--- config.mk ---
export PLATFORM = sky130hd
export DESIGN_NAME = bit_branch_exec
export DESIGN_NICKNAME = d
export VERILOG_FILES = /design/src/exec_pkg.sv /design/src/exec_if.sv /design/src/cycle_timer.sv /design/src/bit_branch_exec.sv
export SDC_FILE = /design/constraint.sdc
export NUM_CORES = 1
export LEC_CHECK = 0
export BUFFER_PORTS_ARGS = -buffer_cell sky130_fd_sc_hd__buf_2
export CORE_MARGIN = 2
export CORE_UTILIZATION = 45
export DETAILED_ROUTE_END_ITERATION = 10
export PLACE_DENSITY = 0.66
export SYNTH_ARGS = -nofsm -noshare
export SYNTH_HDL_FRONTEND = slang
export SYNTH_SLANG_ARGS = --single-unit
--- constraint.sdc ---
create_clock -name mclk_i -period 9.9 [get_ports mclk_i]
set_clock_uncertainty 0.1 [all_clocks]
set_input_delay 0.99 -clock mclk_i [delete_from_list [all_inputs] [get_ports mclk_i]]
set_output_delay 0.99 -clock mclk_i [all_outputs]
set_load 0.005 [all_outputs]
--- src/exec_pkg.sv ---
// Constants shared by the bit-branch and control execution unit.
// Assumes one synchronous clock domain and an external decoder front end.
package exec_pkg;

    // Operation classes presented to the unit
    typedef enum logic [3:0] {
        OP_NOP        = 4'h0,
        OP_BIT_SET    = 4'h1,
        OP_BIT_CLEAR  = 4'h2,
        OP_SET_CLEAR  = 4'h3,
        OP_DEC_REG    = 4'h4,
        OP_DEC_MEM    = 4'h5,
        OP_INT_ON     = 4'h6,
        OP_INT_OFF    = 4'h7,
        OP_HALT       = 4'h8,
        OP_STOP       = 4'h9,
        OP_WORD_MOVE  = 4'ha
    } exec_op_e;

    // Bit operand source forms
    typedef enum logic [2:0] {
        SRC_SADDR = 3'h0,
        SRC_SFR   = 3'h1,
        SRC_ACC   = 3'h2,
        SRC_PSW   = 3'h3,
        SRC_HL    = 3'h4
    } bit_src_e;

    // Register pair codes for the word move
    localparam logic [1:0] PAIR_AX = 2'h0;
    localparam logic [1:0] PAIR_BC = 2'h1;
    localparam logic [1:0] PAIR_DE = 2'h2;
    localparam logic [1:0] PAIR_HL = 2'h3;

    // Instruction lengths in bytes
    localparam logic [15:0] LEN_1 = 16'h0001;
    localparam logic [15:0] LEN_2 = 16'h0002;
    localparam logic [15:0] LEN_3 = 16'h0003;
    localparam logic [15:0] LEN_4 = 16'h0004;

    // Status word flag positions
    localparam int PSW_CY_BIT = 0;
    localparam int PSW_AC_BIT = 4;
    localparam int PSW_Z_BIT  = 6;
    localparam int PSW_IE_BIT = 7;

    localparam logic [7:0] PSW_RESET = 8'h02;
    localparam logic [7:0] BYTE_ONE  = 8'h01;
    localparam logic [7:0] BYTE_ZERO = 8'h00;

    // Clock counts, fast region then slow region
    localparam logic [3:0] CLK_2  = 4'h2;
    localparam logic [3:0] CLK_6  = 4'h6;
    localparam logic [3:0] CLK_8  = 4'h8;
    localparam logic [3:0] CLK_9  = 4'h9;
    localparam logic [3:0] CLK_10 = 4'ha;
    localparam logic [3:0] CLK_11 = 4'hb;
    localparam logic [3:0] CLK_12 = 4'hc;

endpackage

--- src/exec_if.sv ---
// Carrier between the execution unit and its cycle timer.
// Assumes both ends share the unit clock.
interface exec_if;
    logic       start;
    logic [3:0] count;
    logic       busy;
    logic       done;
    modport ctrl  (output start, output count, input busy, input done);
    modport timer (input start, input count, output busy, output done);
endinterface

--- src/cycle_timer.sv ---
// Instruction clock counter for the execution unit.
// Assumes a start pulse only while idle.
module cycle_timer (
    // Clock and control
    input  wire logic mclk_i,
    input  wire logic reset_i,
    input  wire logic ce_i,
    // Timer side of carrier
    exec_if.timer     tif
);
    import exec_pkg::*;

    logic [3:0] left_reg;
    logic [3:0] left_next;

    // Count down one per clock, done on the last
    assign left_next = tif.start ? tif.count - 4'h1 :
                       (left_reg != 4'h0) ? left_reg - 4'h1 : left_reg;
    assign tif.busy  = (left_reg != 4'h0);
    assign tif.done  = ce_i && (left_reg == 4'h1);

    // Counter register
    always_ff @(posedge mclk_i) begin
        if (reset_i) begin
            left_reg <= 4'h0;
        end else if (ce_i) begin
            left_reg <= left_next;
        end
    end
endmodule

--- src/bit_branch_exec.sv ---
// Execution unit for bit-test branches, loop decrement, interrupt
// enable and disable, standby entry and the word move destination check.
// Assumes a decoder presents one operation with operands on exec_valid_i
// and the memory side resolves operand bytes before the request.
//

// Notes on behaviour
// - One counted instruction clock equals one enabled mclk_i period.
// - Operand outside fast RAM selects the second, longer cycle count.
// - Branch on bit set: PC gets address, length, displacement; sfr form four bytes.
// - Branch on bit clear only when bit zero; direct, sfr, status forms four bytes.
// - Set-then-clear clears the tested bit and branches; direct form 10 or 12.
// - On status word bit, zero, aux carry and carry follow the new word.
// - Register loop decrements B or C, branches if nonzero; 2 bytes, 6 clocks.
// - Memory loop decrements byte, branches if nonzero; 3 bytes, 8 or 10 clocks.
// - Interrupts-on sets master enable; 2 bytes, 6 clocks.
// - Interrupts-off clears master enable; 2 bytes, 6 clocks.
// - Word move from AX accepted only for BC, DE or HL destination.
module bit_branch_exec (
    // Clock, reset, enable
    input  wire logic              mclk_i,
    input  wire logic              reset_i,
    input  wire logic              ce_i,
    // Request from decoder
    input  wire logic              exec_valid_i,
    input  wire exec_pkg::exec_op_e exec_op_i,
    input  wire exec_pkg::bit_src_e bit_src_i,
    input  wire logic [2:0]        bit_pos_i,
    input  wire logic [15:0]       instr_addr_i,
    input  wire logic [7:0]        relative_displacement_i,
    input  wire logic [7:0]        operand_i,
    input  wire logic              slow_region_i,
    input  wire logic              loop_reg_c_i,
    input  wire logic [1:0]        dest_pair_i,
    // Handshake and results
    output logic                   exec_ready_o,
    output logic                   exec_done_o,
    output logic                   illegal_o,
    output logic [15:0]            pc_o,
    output logic                   operand_we_o,
    output logic [7:0]             operand_o,
    output logic [7:0]             reg_b_o,
    output logic [7:0]             reg_c_o,
    output logic [7:0]             program_status_word_o,
    output logic                   master_interrupt_enable_o,
    output logic                   halt_mode_o,
    output logic                   stop_mode_o,
    output logic                   word_move_accept_o
);
    import exec_pkg::*;

    //////////////////////////////////////////////////////////////////////
    // Helper functions

    // Signed displacement plus length plus base address
    function automatic logic [15:0] branch_target(input logic [15:0] base,
                                                  input logic [15:0] len,
                                                  input logic [7:0]  disp);
        logic [15:0] ext;
        ext = {{8{disp[7]}}, disp};
        branch_target = base + len + ext;
    endfunction

    // Pick fast or slow clock count
    function automatic logic [3:0] pick_count(input logic slow,
                                              input logic [3:0] fast_cnt,
                                              input logic [3:0] slow_cnt);
        pick_count = slow ? slow_cnt : fast_cnt;
    endfunction

    //////////////////////////////////////////////////////////////////////
    // State and storage

    // Sequencer states, one-hot
    typedef enum logic [1:0] {
        ST_IDLE = 2'b01,
        ST_RUN  = 2'b10
    } exec_state_e;

    // Registered state and next values
    exec_state_e state_reg;
    exec_state_e state_next;
    logic [15:0] pc_reg;
    logic [15:0] pc_next;
    logic [7:0]  opnd_reg;
    logic [7:0]  opnd_next;
    logic        opnd_we_reg;
    logic        opnd_we_next;
    logic [7:0]  b_reg;
    logic [7:0]  b_next;
    logic [7:0]  c_reg;
    logic [7:0]  c_next;
    logic [7:0]  psw_reg;
    logic [7:0]  psw_next;
    logic        halt_reg;
    logic        halt_next;
    logic        stop_reg;
    logic        stop_next;
    logic        mv_ok_reg;
    logic        mv_ok_next;
    logic        illegal_reg;
    logic        illegal_next;

    // Instruction clock timer
    exec_if tif ();

    cycle_timer u_timer (
        .mclk_i  (mclk_i),
        .reset_i (reset_i),
        .ce_i    (ce_i),
        .tif     (tif)
    );

    //////////////////////////////////////////////////////////////////////
    // Operand decoding

    // Request accepted this cycle
    wire        take_req   = exec_valid_i && exec_ready_o && ce_i;

    // Tested byte, accumulator from the operand lane
    logic [7:0] reg_a_shadow;
    assign reg_a_shadow = operand_i;
    wire [7:0]  bit_src_byte = (bit_src_i == SRC_ACC) ? reg_a_shadow :
                               (bit_src_i == SRC_PSW) ? psw_reg : operand_i;

    // Tested bit and its cleared byte
    wire        tested_bit = bit_src_byte[bit_pos_i];
    wire [7:0]  bit_mask   = BYTE_ONE << bit_pos_i;
    wire [7:0]  cleared    = bit_src_byte & ~bit_mask;

    // Loop decrement on B, C or the memory byte
    wire [7:0]  loop_src   = loop_reg_c_i ? c_reg : b_reg;
    wire [7:0]  loop_dec   = loop_src - BYTE_ONE;
    wire [7:0]  mem_dec    = operand_i - BYTE_ONE;

    // Branch decisions per operation
    wire        set_taken  = tested_bit;
    wire        clr_taken  = !tested_bit;
    wire        loop_taken = (loop_dec != BYTE_ZERO);
    wire        mem_taken  = (mem_dec != BYTE_ZERO);

    wire [15:0] len_set    = (bit_src_i == SRC_SFR) ? LEN_4 : LEN_3;
    wire [15:0] len_clear  = (bit_src_i == SRC_ACC || bit_src_i == SRC_HL) ? LEN_3 : LEN_4;
    wire [15:0] len_setclr = len_clear;

    logic [3:0] cnt_bit_set;
    logic [3:0] cnt_bit_clr;
    logic [3:0] cnt_set_clr;
    // Branch-if-set counts per form
    always_comb begin
        unique case (bit_src_i)
            SRC_SADDR: cnt_bit_set = pick_count(slow_region_i, CLK_8, CLK_9);
            SRC_SFR:   cnt_bit_set = CLK_11;
            SRC_ACC:   cnt_bit_set = CLK_8;
            SRC_PSW:   cnt_bit_set = CLK_9;
            default:   cnt_bit_set = pick_count(slow_region_i, CLK_10, CLK_11);
        endcase
    end

    // Branch-if-clear counts per form
    always_comb begin
        unique case (bit_src_i)
            SRC_SADDR: cnt_bit_clr = pick_count(slow_region_i, CLK_10, CLK_11);
            SRC_SFR:   cnt_bit_clr = CLK_11;
            SRC_ACC:   cnt_bit_clr = CLK_8;
            SRC_PSW:   cnt_bit_clr = CLK_11;
            default:   cnt_bit_clr = pick_count(slow_region_i, CLK_10, CLK_11);
        endcase
    end

    always_comb begin
        unique case (bit_src_i)
            SRC_SADDR: cnt_set_clr = pick_count(slow_region_i, CLK_10, CLK_12);
            SRC_SFR:   cnt_set_clr = CLK_12;
            SRC_ACC:   cnt_set_clr = CLK_8;
            SRC_PSW:   cnt_set_clr = CLK_12;
            default:   cnt_set_clr = pick_count(slow_region_i, CLK_10, CLK_12);
        endcase
    end

    wire pair_legal = (dest_pair_i == PAIR_BC) || (dest_pair_i == PAIR_DE) ||
                      (dest_pair_i == PAIR_HL);

    //////////////////////////////////////////////////////////////////////
    // Execution decision

    logic [3:0] cycles;
    // Next values for the accepted operation
    always_comb begin
        cycles       = CLK_2;
        pc_next      = pc_reg;
        opnd_next    = opnd_reg;
        opnd_we_next = opnd_we_reg;
        b_next       = b_reg;
        c_next       = c_reg;
        psw_next     = psw_reg;
        halt_next    = halt_reg;
        stop_next    = stop_reg;
        mv_ok_next   = mv_ok_reg;
        illegal_next = illegal_reg;
        if (take_req) begin
            opnd_we_next = 1'b0;
            mv_ok_next   = 1'b0;
            illegal_next = 1'b0;
            pc_next      = branch_target(instr_addr_i, LEN_2, BYTE_ZERO);
            unique case (exec_op_i)
                OP_BIT_SET: begin
                    cycles  = cnt_bit_set;
                    pc_next = branch_target(instr_addr_i, len_set,
                                            set_taken ? relative_displacement_i : BYTE_ZERO);
                end
                OP_BIT_CLEAR: begin
                    cycles  = cnt_bit_clr;
                    pc_next = branch_target(instr_addr_i, len_clear,
                                            clr_taken ? relative_displacement_i : BYTE_ZERO);
                end
                OP_SET_CLEAR: begin
                    cycles  = cnt_set_clr;
                    pc_next = branch_target(instr_addr_i, len_setclr,
                                            set_taken ? relative_displacement_i : BYTE_ZERO);
                    if (tested_bit && bit_src_i == SRC_PSW) begin
                        psw_next = cleared;
                    end else if (tested_bit) begin
                        opnd_next    = cleared;
                        opnd_we_next = 1'b1;
                    end
                end
                OP_DEC_REG: begin
                    cycles = CLK_6;
                    if (loop_reg_c_i) c_next = loop_dec;
                    else              b_next = loop_dec;
                    pc_next = branch_target(instr_addr_i, LEN_2,
                                            loop_taken ? relative_displacement_i : BYTE_ZERO);
                end
                OP_DEC_MEM: begin
                    cycles       = pick_count(slow_region_i, CLK_8, CLK_10);
                    opnd_next    = mem_dec;
                    opnd_we_next = 1'b1;
                    pc_next = branch_target(instr_addr_i, LEN_3,
                                            mem_taken ? relative_displacement_i : BYTE_ZERO);
                end
                OP_INT_ON: begin
                    cycles = CLK_6;
                    psw_next[PSW_IE_BIT] = 1'b1;
                end
                OP_INT_OFF: begin
                    cycles = CLK_6;
                    psw_next[PSW_IE_BIT] = 1'b0;
                end
                OP_HALT: begin
                    cycles    = CLK_6;
                    halt_next = 1'b1;
                end
                OP_STOP: begin
                    cycles    = CLK_6;
                    stop_next = 1'b1;
                end
                OP_WORD_MOVE: begin
                    cycles       = CLK_2;
                    mv_ok_next   = pair_legal;
                    illegal_next = !pair_legal;
                end
                default: begin
                    cycles  = CLK_2;
                    pc_next = branch_target(instr_addr_i, LEN_1, BYTE_ZERO);
                end
            endcase
        end
    end

    //////////////////////////////////////////////////////////////////////
    // Sequencer

    assign tif.start = take_req;
    assign tif.count = cycles;
    assign state_next = take_req ? ST_RUN :
                        (tif.done ? ST_IDLE : state_reg);
    assign exec_ready_o = (state_reg == ST_IDLE) && !tif.busy && !halt_reg && !stop_reg;
    assign exec_done_o  = tif.done;

    // State register
    always_ff @(posedge mclk_i) begin
        if (reset_i) begin
            state_reg <= ST_IDLE;
        end else if (ce_i) begin
            state_reg <= state_next;
        end
    end

    // Architectural results
    always_ff @(posedge mclk_i) begin
        if (reset_i) begin
            pc_reg      <= 16'h0000;
            opnd_reg    <= BYTE_ZERO;
            opnd_we_reg <= 1'b0;
            b_reg       <= BYTE_ZERO;
            c_reg       <= BYTE_ZERO;
            psw_reg     <= PSW_RESET;
            halt_reg    <= 1'b0;
            stop_reg    <= 1'b0;
            mv_ok_reg   <= 1'b0;
            illegal_reg <= 1'b0;
        end else if (ce_i) begin
            pc_reg      <= pc_next;
            opnd_reg    <= opnd_next;
            opnd_we_reg <= opnd_we_next;
            b_reg       <= b_next;
            c_reg       <= c_next;
            psw_reg     <= psw_next;
            halt_reg    <= halt_next;
            stop_reg    <= stop_next;
            mv_ok_reg   <= mv_ok_next;
            illegal_reg <= illegal_next;
        end
    end

    //////////////////////////////////////////////////////////////////////
    // Outputs

    // Registered results to pins
    assign pc_o                      = pc_reg;
    assign operand_we_o              = opnd_we_reg;
    assign operand_o                 = opnd_reg;
    assign reg_b_o                   = b_reg;
    assign reg_c_o                   = c_reg;
    assign program_status_word_o     = psw_reg;
    assign master_interrupt_enable_o = psw_reg[PSW_IE_BIT];
    assign halt_mode_o               = halt_reg;
    assign stop_mode_o               = stop_reg;
    assign word_move_accept_o        = mv_ok_reg;
    assign illegal_o                 = illegal_reg;
endmodule

==> impl_metrics.csv, run 1 <==
group,metric,value,unit
cells_and_area,final_layout_size_suffix_gt1_share,13.3,%
sta,whs,0.357,ns
sta,rsz0062_at_grt,"no",
clock_network,cts_root_buffer,"clkbuf_16",
floorplanning,die_y,135,um
sta,final.setup.tns,0,ns
clock_network,clock_sink_count,59,
cells_and_area,most-common-layout-cells,"106 x nor2_1, 105 x buf_2, 97 x ha_1",
synth,syn_area_per_cell,7.66,um2
cells_and_area,final_common_cell,"nor2_1",
cells_and_area,ff_latch_area,0.00118,mm2
global_route,grt_pass1_wl,39200,um
clock_network,cts_made_buffers,9,
clock_network,ctsResizeCount,0,
power_and_ir_drop,peakVddDrop,0.102,mV
min_path,worstHoldStart,"pc_o[9]$_SDFFE_PP0P_",
setup_path,reg2reg_depth,15,
sta,drv_slew,0,
min_path,hp-class,"register to register",
cells_and_area,fill_cells,1732,
global_route,grt_max_degree,57,
synth,synthFlopType,"dfxtp_1",
clock_network,clk_latency,0.33,ns
power_and_ir_drop,swShare,38.3,%
global_route,overflow,0,
power_and_ir_drop,p_switching,446,uW
synth,synth_cell_types,76,
power_and_ir_drop,pwr-share-comb,46.4,%
drt,routed_wl,24600,um
setup_path,r2r_end,"pc_o[14]$_SDFFE_PP0P_",
setup_path,start_kind,"primary input",
synth,synth_edf_count,0,
setup_path,worstPathRequired,10.02,ns
flow_run,drv_cap,0,
sta,fin_crit_sh,60.4,%
power_and_ir_drop,seq_power_share,24.2,%
setup_path,arrival,6.09,ns
synth,ys_seq_elements,59,
power_and_ir_drop,power.leakage,0.00381,uW
floorplanning,die_w,135,um
floorplanning,start_util,45.5,%
drt,viasPerCell,6.05,
synth,synth_fp_nets,1167,
floorplanning,num_rows,48,
global_route,track_usage,27.1,%
cells_and_area,fin_util,51.2,%
drt,drt.antenna.violating_nets,0,
setup_path,crit_fanout,12,
place,preCtsSetupSlack,3.65,ns
sta,period_needed,5.98,ns
setup_path,crit_path_frequent_cell,"mux2i_1",
setup_path,path_buf_inv,1,
cells_and_area,areaGrowthSynthToFinish,12.5,%
sta,setup_viol,0,
setup_path,r2r-start,"program_status_word_o[0]$_SDFFE_PP0P_",
clock_network,ctsHoldBuffers,0,
setup_path,cp_slowest_stage_delay,0.81,ns
setup_path,path_cells,"buf_2 > nand3b_1 > mux2i_1 > o221a_2 > nor2_1 > and2_1 > fa_1 > ha_1 > a21o_1 > a21oi_1 > o21ai_0 > a2111oi_0 > o31ai_1 > a31oi_1 > mux2i_1 > nand2_1",
drt,routedWlPerCell,18.7,um
sta,slew_headroom,22.3,%
cells_and_area,multi_input_area,0.00621,mm2
synth,ys_seq_area_share,15.2,%
min_path,hold_end,"pc_o[9]$_SDFFE_PP0P_",
setup_path,ff2ff_setup_slack,4.73,ns
drt,vias,7962,
synth,synth_warnings,0,
sta,finalHoldViolCount,0,
clock_network,htree_levels,3,
synth,syn_inst,1012,
global_route,grt_most_used_layer,"met2",
synth,syn-cell-area,0.00776,mm2
setup_path,critical-path-top-delay-family,"compound AO/OA/AOI/OAI gates",
cells_and_area,largest_reg_flops,16,
clock_network,tritoncts,"built",
global_route,grt_pass1_vias,7282,
place,dp_hpwl,19300,um
place,globalplace.congestion,0.961,
clock_network,cts_buffer_depth,2,
setup_path,startpoint,"bit_src_i[2]",
setup_path,path_class,"primary input to register",
clock_network,post_cts_buffers,0,
sta,worst_pin_slew,1.16,ns
drt,drc,0,
setup_path,crit_path_end_kind,"register",
global_route,antenna_found_initial,0,
min_path,min_path_cells,2,
drt,drtPass1Iterations,5,
power_and_ir_drop,power_density,133,mW/mm2
run_status,outcome,"complete, no violations",
power_and_ir_drop,p_clk_share,29.5,%
setup_path,cp_slowest_cell,"a2111oi_0",
global_route,met3_usage,4.30,%
place,numPortBuffers,105,
global_route,gr-usage-met1,37.2,%
floorplanning,fp.coreArea,0.0171,mm2
clock_network,clkTransAtPathRegs,0.06,ns
power_and_ir_drop,power,1160,uW
drt,drt_iter0_drc,698,
sta,max_freq,167,MHz
cells_and_area,nets,1240,
power_and_ir_drop,p_int,718,uW
cells_and_area,antennaDiodeCount,0,
floorplanning,io_pins,106,
sta,setup_ws,3.92,ns
global_route,use_met2,43.3,%
synth,async_flop_share,0,%
floorplanning,fp.dieArea,0.0183,mm2
power groups by stage:
stage / registers [uW] / clock network, uW / logic [uW]
2_1_floorplan: 284 / 0 / 384
3_3_place_gp: 285 / 0 / 528
3_5_place_dp: 286 / 0 / 532
4_1_cts: 281 / 349 / 536
5_1_grt: 284 / 360 / 602
6_report: 281 / 343 / 540
stage by stage:
step                      cell area [um2]  std cells
after floorplan                      7760       1012
after global routing                 8730       1315
after global placement               8400       1299
after CTS                            8730       1315
after detailed placement             8400       1299
final                                8730       1315
worst min-delay path: stages, from the launching register on:
cell,delay [ns]
dfxtp_1,0.30
nand2_1,0.05
a21oi_1,0.05
cells in the mapped netlist (3+ instances only):
library cell / count / area (um2)
nor2_1: 106 / 398
ha_1: 97 / 1210
a21oi_1: 74 / 370
nand2_1: 74 / 278
xnor2_1: 60 / 526
dfxtp_1: 59 / 1180
o21ai_0: 49 / 245
xor2_1: 48 / 420
inv_1: 42 / 158
clkbuf_1: 32 / 120
and2_1: 30 / 188
a211oi_1: 25 / 188
nor3_1: 23 / 115
nand3_1: 22 / 110
a21o_1: 20 / 150
mux2i_1: 17 / 170
a221oi_1: 12 / 105
and3_1: 12 / 75.1
nand2b_1: 11 / 68.8
o21a_1: 11 / 82.6
o22ai_1: 11 / 68.8
a31oi_1: 10 / 62.6
o211ai_1: 10 / 75.1
nor2b_1: 9 / 56.3
o21bai_1: 9 / 67.6
fa_1: 8 / 160
nor4_1: 8 / 50.1
a311oi_1: 7 / 61.3
nand4_1: 7 / 43.8
or3_1: 7 / 43.8
buf_2: 6 / 30.0
o2111ai_1: 6 / 52.6
a22oi_1: 5 / 37.5
buf_1: 5 / 18.8
nor3b_1: 5 / 37.5
a2111oi_0: 4 / 35.0
and4_1: 4 / 35.0
buf_4: 4 / 30.0
mux2_2: 4 / 45.0
o221ai_1: 4 / 35.0
a41oi_1: 3 / 26.3
nand3b_1: 3 / 22.5
nor3_2: 3 / 30.0
nor4b_1: 3 / 26.3
o31ai_1: 3 / 22.5
worst max-delay path by stage:
stage / endpoint / slack (ns) / depth (start not counted)
final: pc_o[14]$_SDFFE_PP0P_ / 3.92 / 16
after global routing: pc_o[14]$_SDFFE_PP0P_ / 3.57 / 16
after CTS: pc_o[14]$_SDFFE_PP0P_ / 3.98 / 16
after detailed placement: pc_o[14]$_SDFFE_PP0P_ / 3.65 / 16
after global placement: pc_o[14]$_SDFFE_PP0P_ / 3.79 / 16
after floorplan: pc_o[13]$_SDFFE_PP0P_ / 4.68 / 18
metal layers:
metal  part of all wire, %  vias to the layer above
met5                     0                        -
met4                   2.7                        0
met3                   7.9                       53
met2                    45                      303
met1                    45                     3740
li1                      -                     3866
kinds of logic after synthesis:
logic type	Yosys count	share of synthesized area (%)
xor gates and xnor gates	108	12.2
muxes	24	3.55
and+or+nand+nor	335	21.4
DFF	59	15.2
buffers and inverters	90	4.66
adders and majority gates	105	17.7
AOI/OAI and AO/OA	291	25.3
layout make-up:
type	instances	area share (%)
clock buffers	12	2.94
clock inverters	4	0.832
inverters	42	1.81
multi-input cells	863	71.2
flip-flops and latches	59	13.5
well taps	225	3.23
repair buffers	110	6.45
(Power assumes the default switching activity.)
==> run 2, diff against run 1 <==
clock period = 6.2 ns   (was 9.9 ns; I/O delays follow)
==> impl_metrics.csv, run 2 (synthesis gave the netlist of run 1 again) <==
group,metric,value,unit
run_status,outcome,"complete, no violations",
floorplanning,num_rows,48,
clock_network,cts_root_buffer,"clkbuf_16",
floorplanning,fp.dieArea,0.0183,mm2
drt,routed_wl,25000,um
power_and_ir_drop,power.leakage,0.00380,uW
clock_network,post_cts_buffers,0,
cells_and_area,areaGrowthSynthToFinish,12.1,%
place,globalplace.congestion,0.973,
sta,final.setup.tns,0,ns
setup_path,path_cells,"buf_2 > nand3b_1 > mux4_2 > o22ai_1 > nor2_1 > buf_4 > xnor2_1 > and2_1 > ha_1 > fa_1 > a21o_1 > a21oi_1 > o21ai_0 > a211oi_1 > xnor2_1 > a221oi_1 > o2111ai_1 > a32o_1",
place,dp_hpwl,19500,um
global_route,gr-usage-met1,38.2,%
drt,drt.antenna.violating_nets,0,
sta,finalHoldViolCount,0,
drt,vias,7952,
sta,period_needed,5.21,ns
floorplanning,fp.coreArea,0.0171,mm2
setup_path,path_class,"primary input to register",
cells_and_area,final_common_cell,"nor2_1",
sta,slew_headroom,26.5,%
sta,setup_ws,0.994,ns
cells_and_area,final_layout_size_suffix_gt1_share,13.3,%
setup_path,crit_path_frequent_cell,"xnor2_1",
global_route,grt_pass1_wl,39500,um
setup_path,critical-path-top-delay-family,"compound AO/OA/AOI/OAI gates",
floorplanning,die_w,135,um
clock_network,cts_made_buffers,9,
floorplanning,die_y,135,um
sta,worst_pin_slew,1.10,ns
clock_network,htree_levels,3,
sta,rsz0062_at_grt,"no",
global_route,met3_usage,3.74,%
setup_path,worstPathRequired,6.33,ns
clock_network,cts_buffer_depth,2,
power_and_ir_drop,peakVddDrop,0.157,mV
place,dp.cells,1301,
setup_path,crit_fanout,12,
global_route,use_met2,43.5,%
floorplanning,start_util,45.5,%
clock_network,clock_sink_count,59,
setup_path,path_buf_inv,2,
cells_and_area,largest_reg_flops,16,
cells_and_area,nets,1242,
place,preCtsSetupSlack,0.739,ns
sta,max_freq,192,MHz
clock_network,tritoncts,"built",
clock_network,ctsResizeCount,0,
drt,drc,0,
sta,setup_viol,0,
cells_and_area,most-common-layout-cells,"106 x nor2_1, 105 x buf_2, 97 x ha_1",
setup_path,cp_slowest_stage_delay,0.55,ns
floorplanning,io_pins,106,
global_route,track_usage,27.2,%
place,numPortBuffers,105,
setup_path,crit_path_end_kind,"register",
drt,viasPerCell,6.05,
flow_run,drv_cap,0,
global_route,grt_most_used_layer,"met2",
drt,drtPass1Iterations,5,
drt,drt_iter0_drc,674,
sta,fin_crit_sh,84.0,%
cells_and_area,layout.cells.non_filler,1315,
cells_and_area,antennaDiodeCount,0,
clock_network,ctsHoldBuffers,0,
min_path,hp-class,"register to register",
clock_network,clk_latency,0.33,ns
global_route,grt_pass1_vias,7325,
global_route,overflow,0,
cells_and_area,fin_util,51.0,%
setup_path,start_kind,"primary input",
drt,routedWlPerCell,19.0,um
global_route,antenna_found_initial,0,
clock_network,clkTransAtPathRegs,0.06,ns
sta,drv_slew,0,
power_and_ir_drop,power_density,208,mW/mm2
setup_path,arrival,5.33,ns
global_route,grt_max_degree,57,
setup_path,cp_slowest_cell,"a211oi_1",
==> run 2: changes by cell type in the layout (fill, tap and decap cells not counted), sizes merged <==
| cell | delta |
|---|---|
| buf | +2 |
| bufinv | -1 |
| clkbuf | -1 |
| clkinv | +1 |
| clkinvlp | -1 |
==> run 2: report_power, final <==
part / switching (uW) / internal, uW
logic: 514 / 356
clock network: 170 / 316
registers: 28.0 / 422
==> run 2: routing by layer <==
| layer | vias up | part of all wire [%] |
|---|---|---|
| li1 | 3866 | - |
| met1 | 3745 | 46 |
| met2 | 298 | 45 |
| met3 | 43 | 6.9 |
| met4 | 0 | 2.5 |
| met5 | - | 0 |
==> run 2: area by class of cell <==
| cell class | count | area, um2 |
|---|---|---|
| Fill cell | 1741 | 8360 |
| Multi-Input combinational cell | 863 | 6210 |
| Sequential cell | 59 | 1180 |
| Timing Repair Buffer | 112 | 578 |
| Tap cell | 225 | 282 |
| Clock buffer | 11 | 243 |
| Inverter | 42 | 158 |
| Clock inverter | 3 | 40.0 |
==> run 2: per-stage QoR <==
| stage | area [um2] | hold WS [ns] | total power, uW |
|---|---|---|---|
| global placement | 8410 | 0.345 | 1300 |
| finish | 8690 | 0.366 | 1810 |
| global route | 8690 | 0.403 | 1930 |
| CTS | 8690 | 0.369 | 1810 |
| floorplan | 7760 | 0.350 | 1070 |
| detailed placement | 8410 | 0.361 | 1310 |
==> run 2: tightest hold or removal path, cell delays in order (launching register included) <==
cell	delay, ns
dfxtp_1	0.30
nand2_1	0.06
a21oi_1	0.06
==> run 2: path summary, 6_finish.rpt <==
check                                        startpoint                     to  slack, ns  cells after the start
hold reg to reg                    pc_o[9]$_SDFFE_PP0P_   pc_o[9]$_SDFFE_PP0P_       0.37                      2
setup reg to reg  program_status_word_o[2]$_SDFFE_PP0P_  pc_o[10]$_SDFFE_PP0P_       1.45                     17
setup / recovery                           bit_src_i[2]  pc_o[10]$_SDFFE_PP0P_       0.99                     18
hold / removal                     pc_o[9]$_SDFFE_PP0P_   pc_o[9]$_SDFFE_PP0P_       0.37                      2
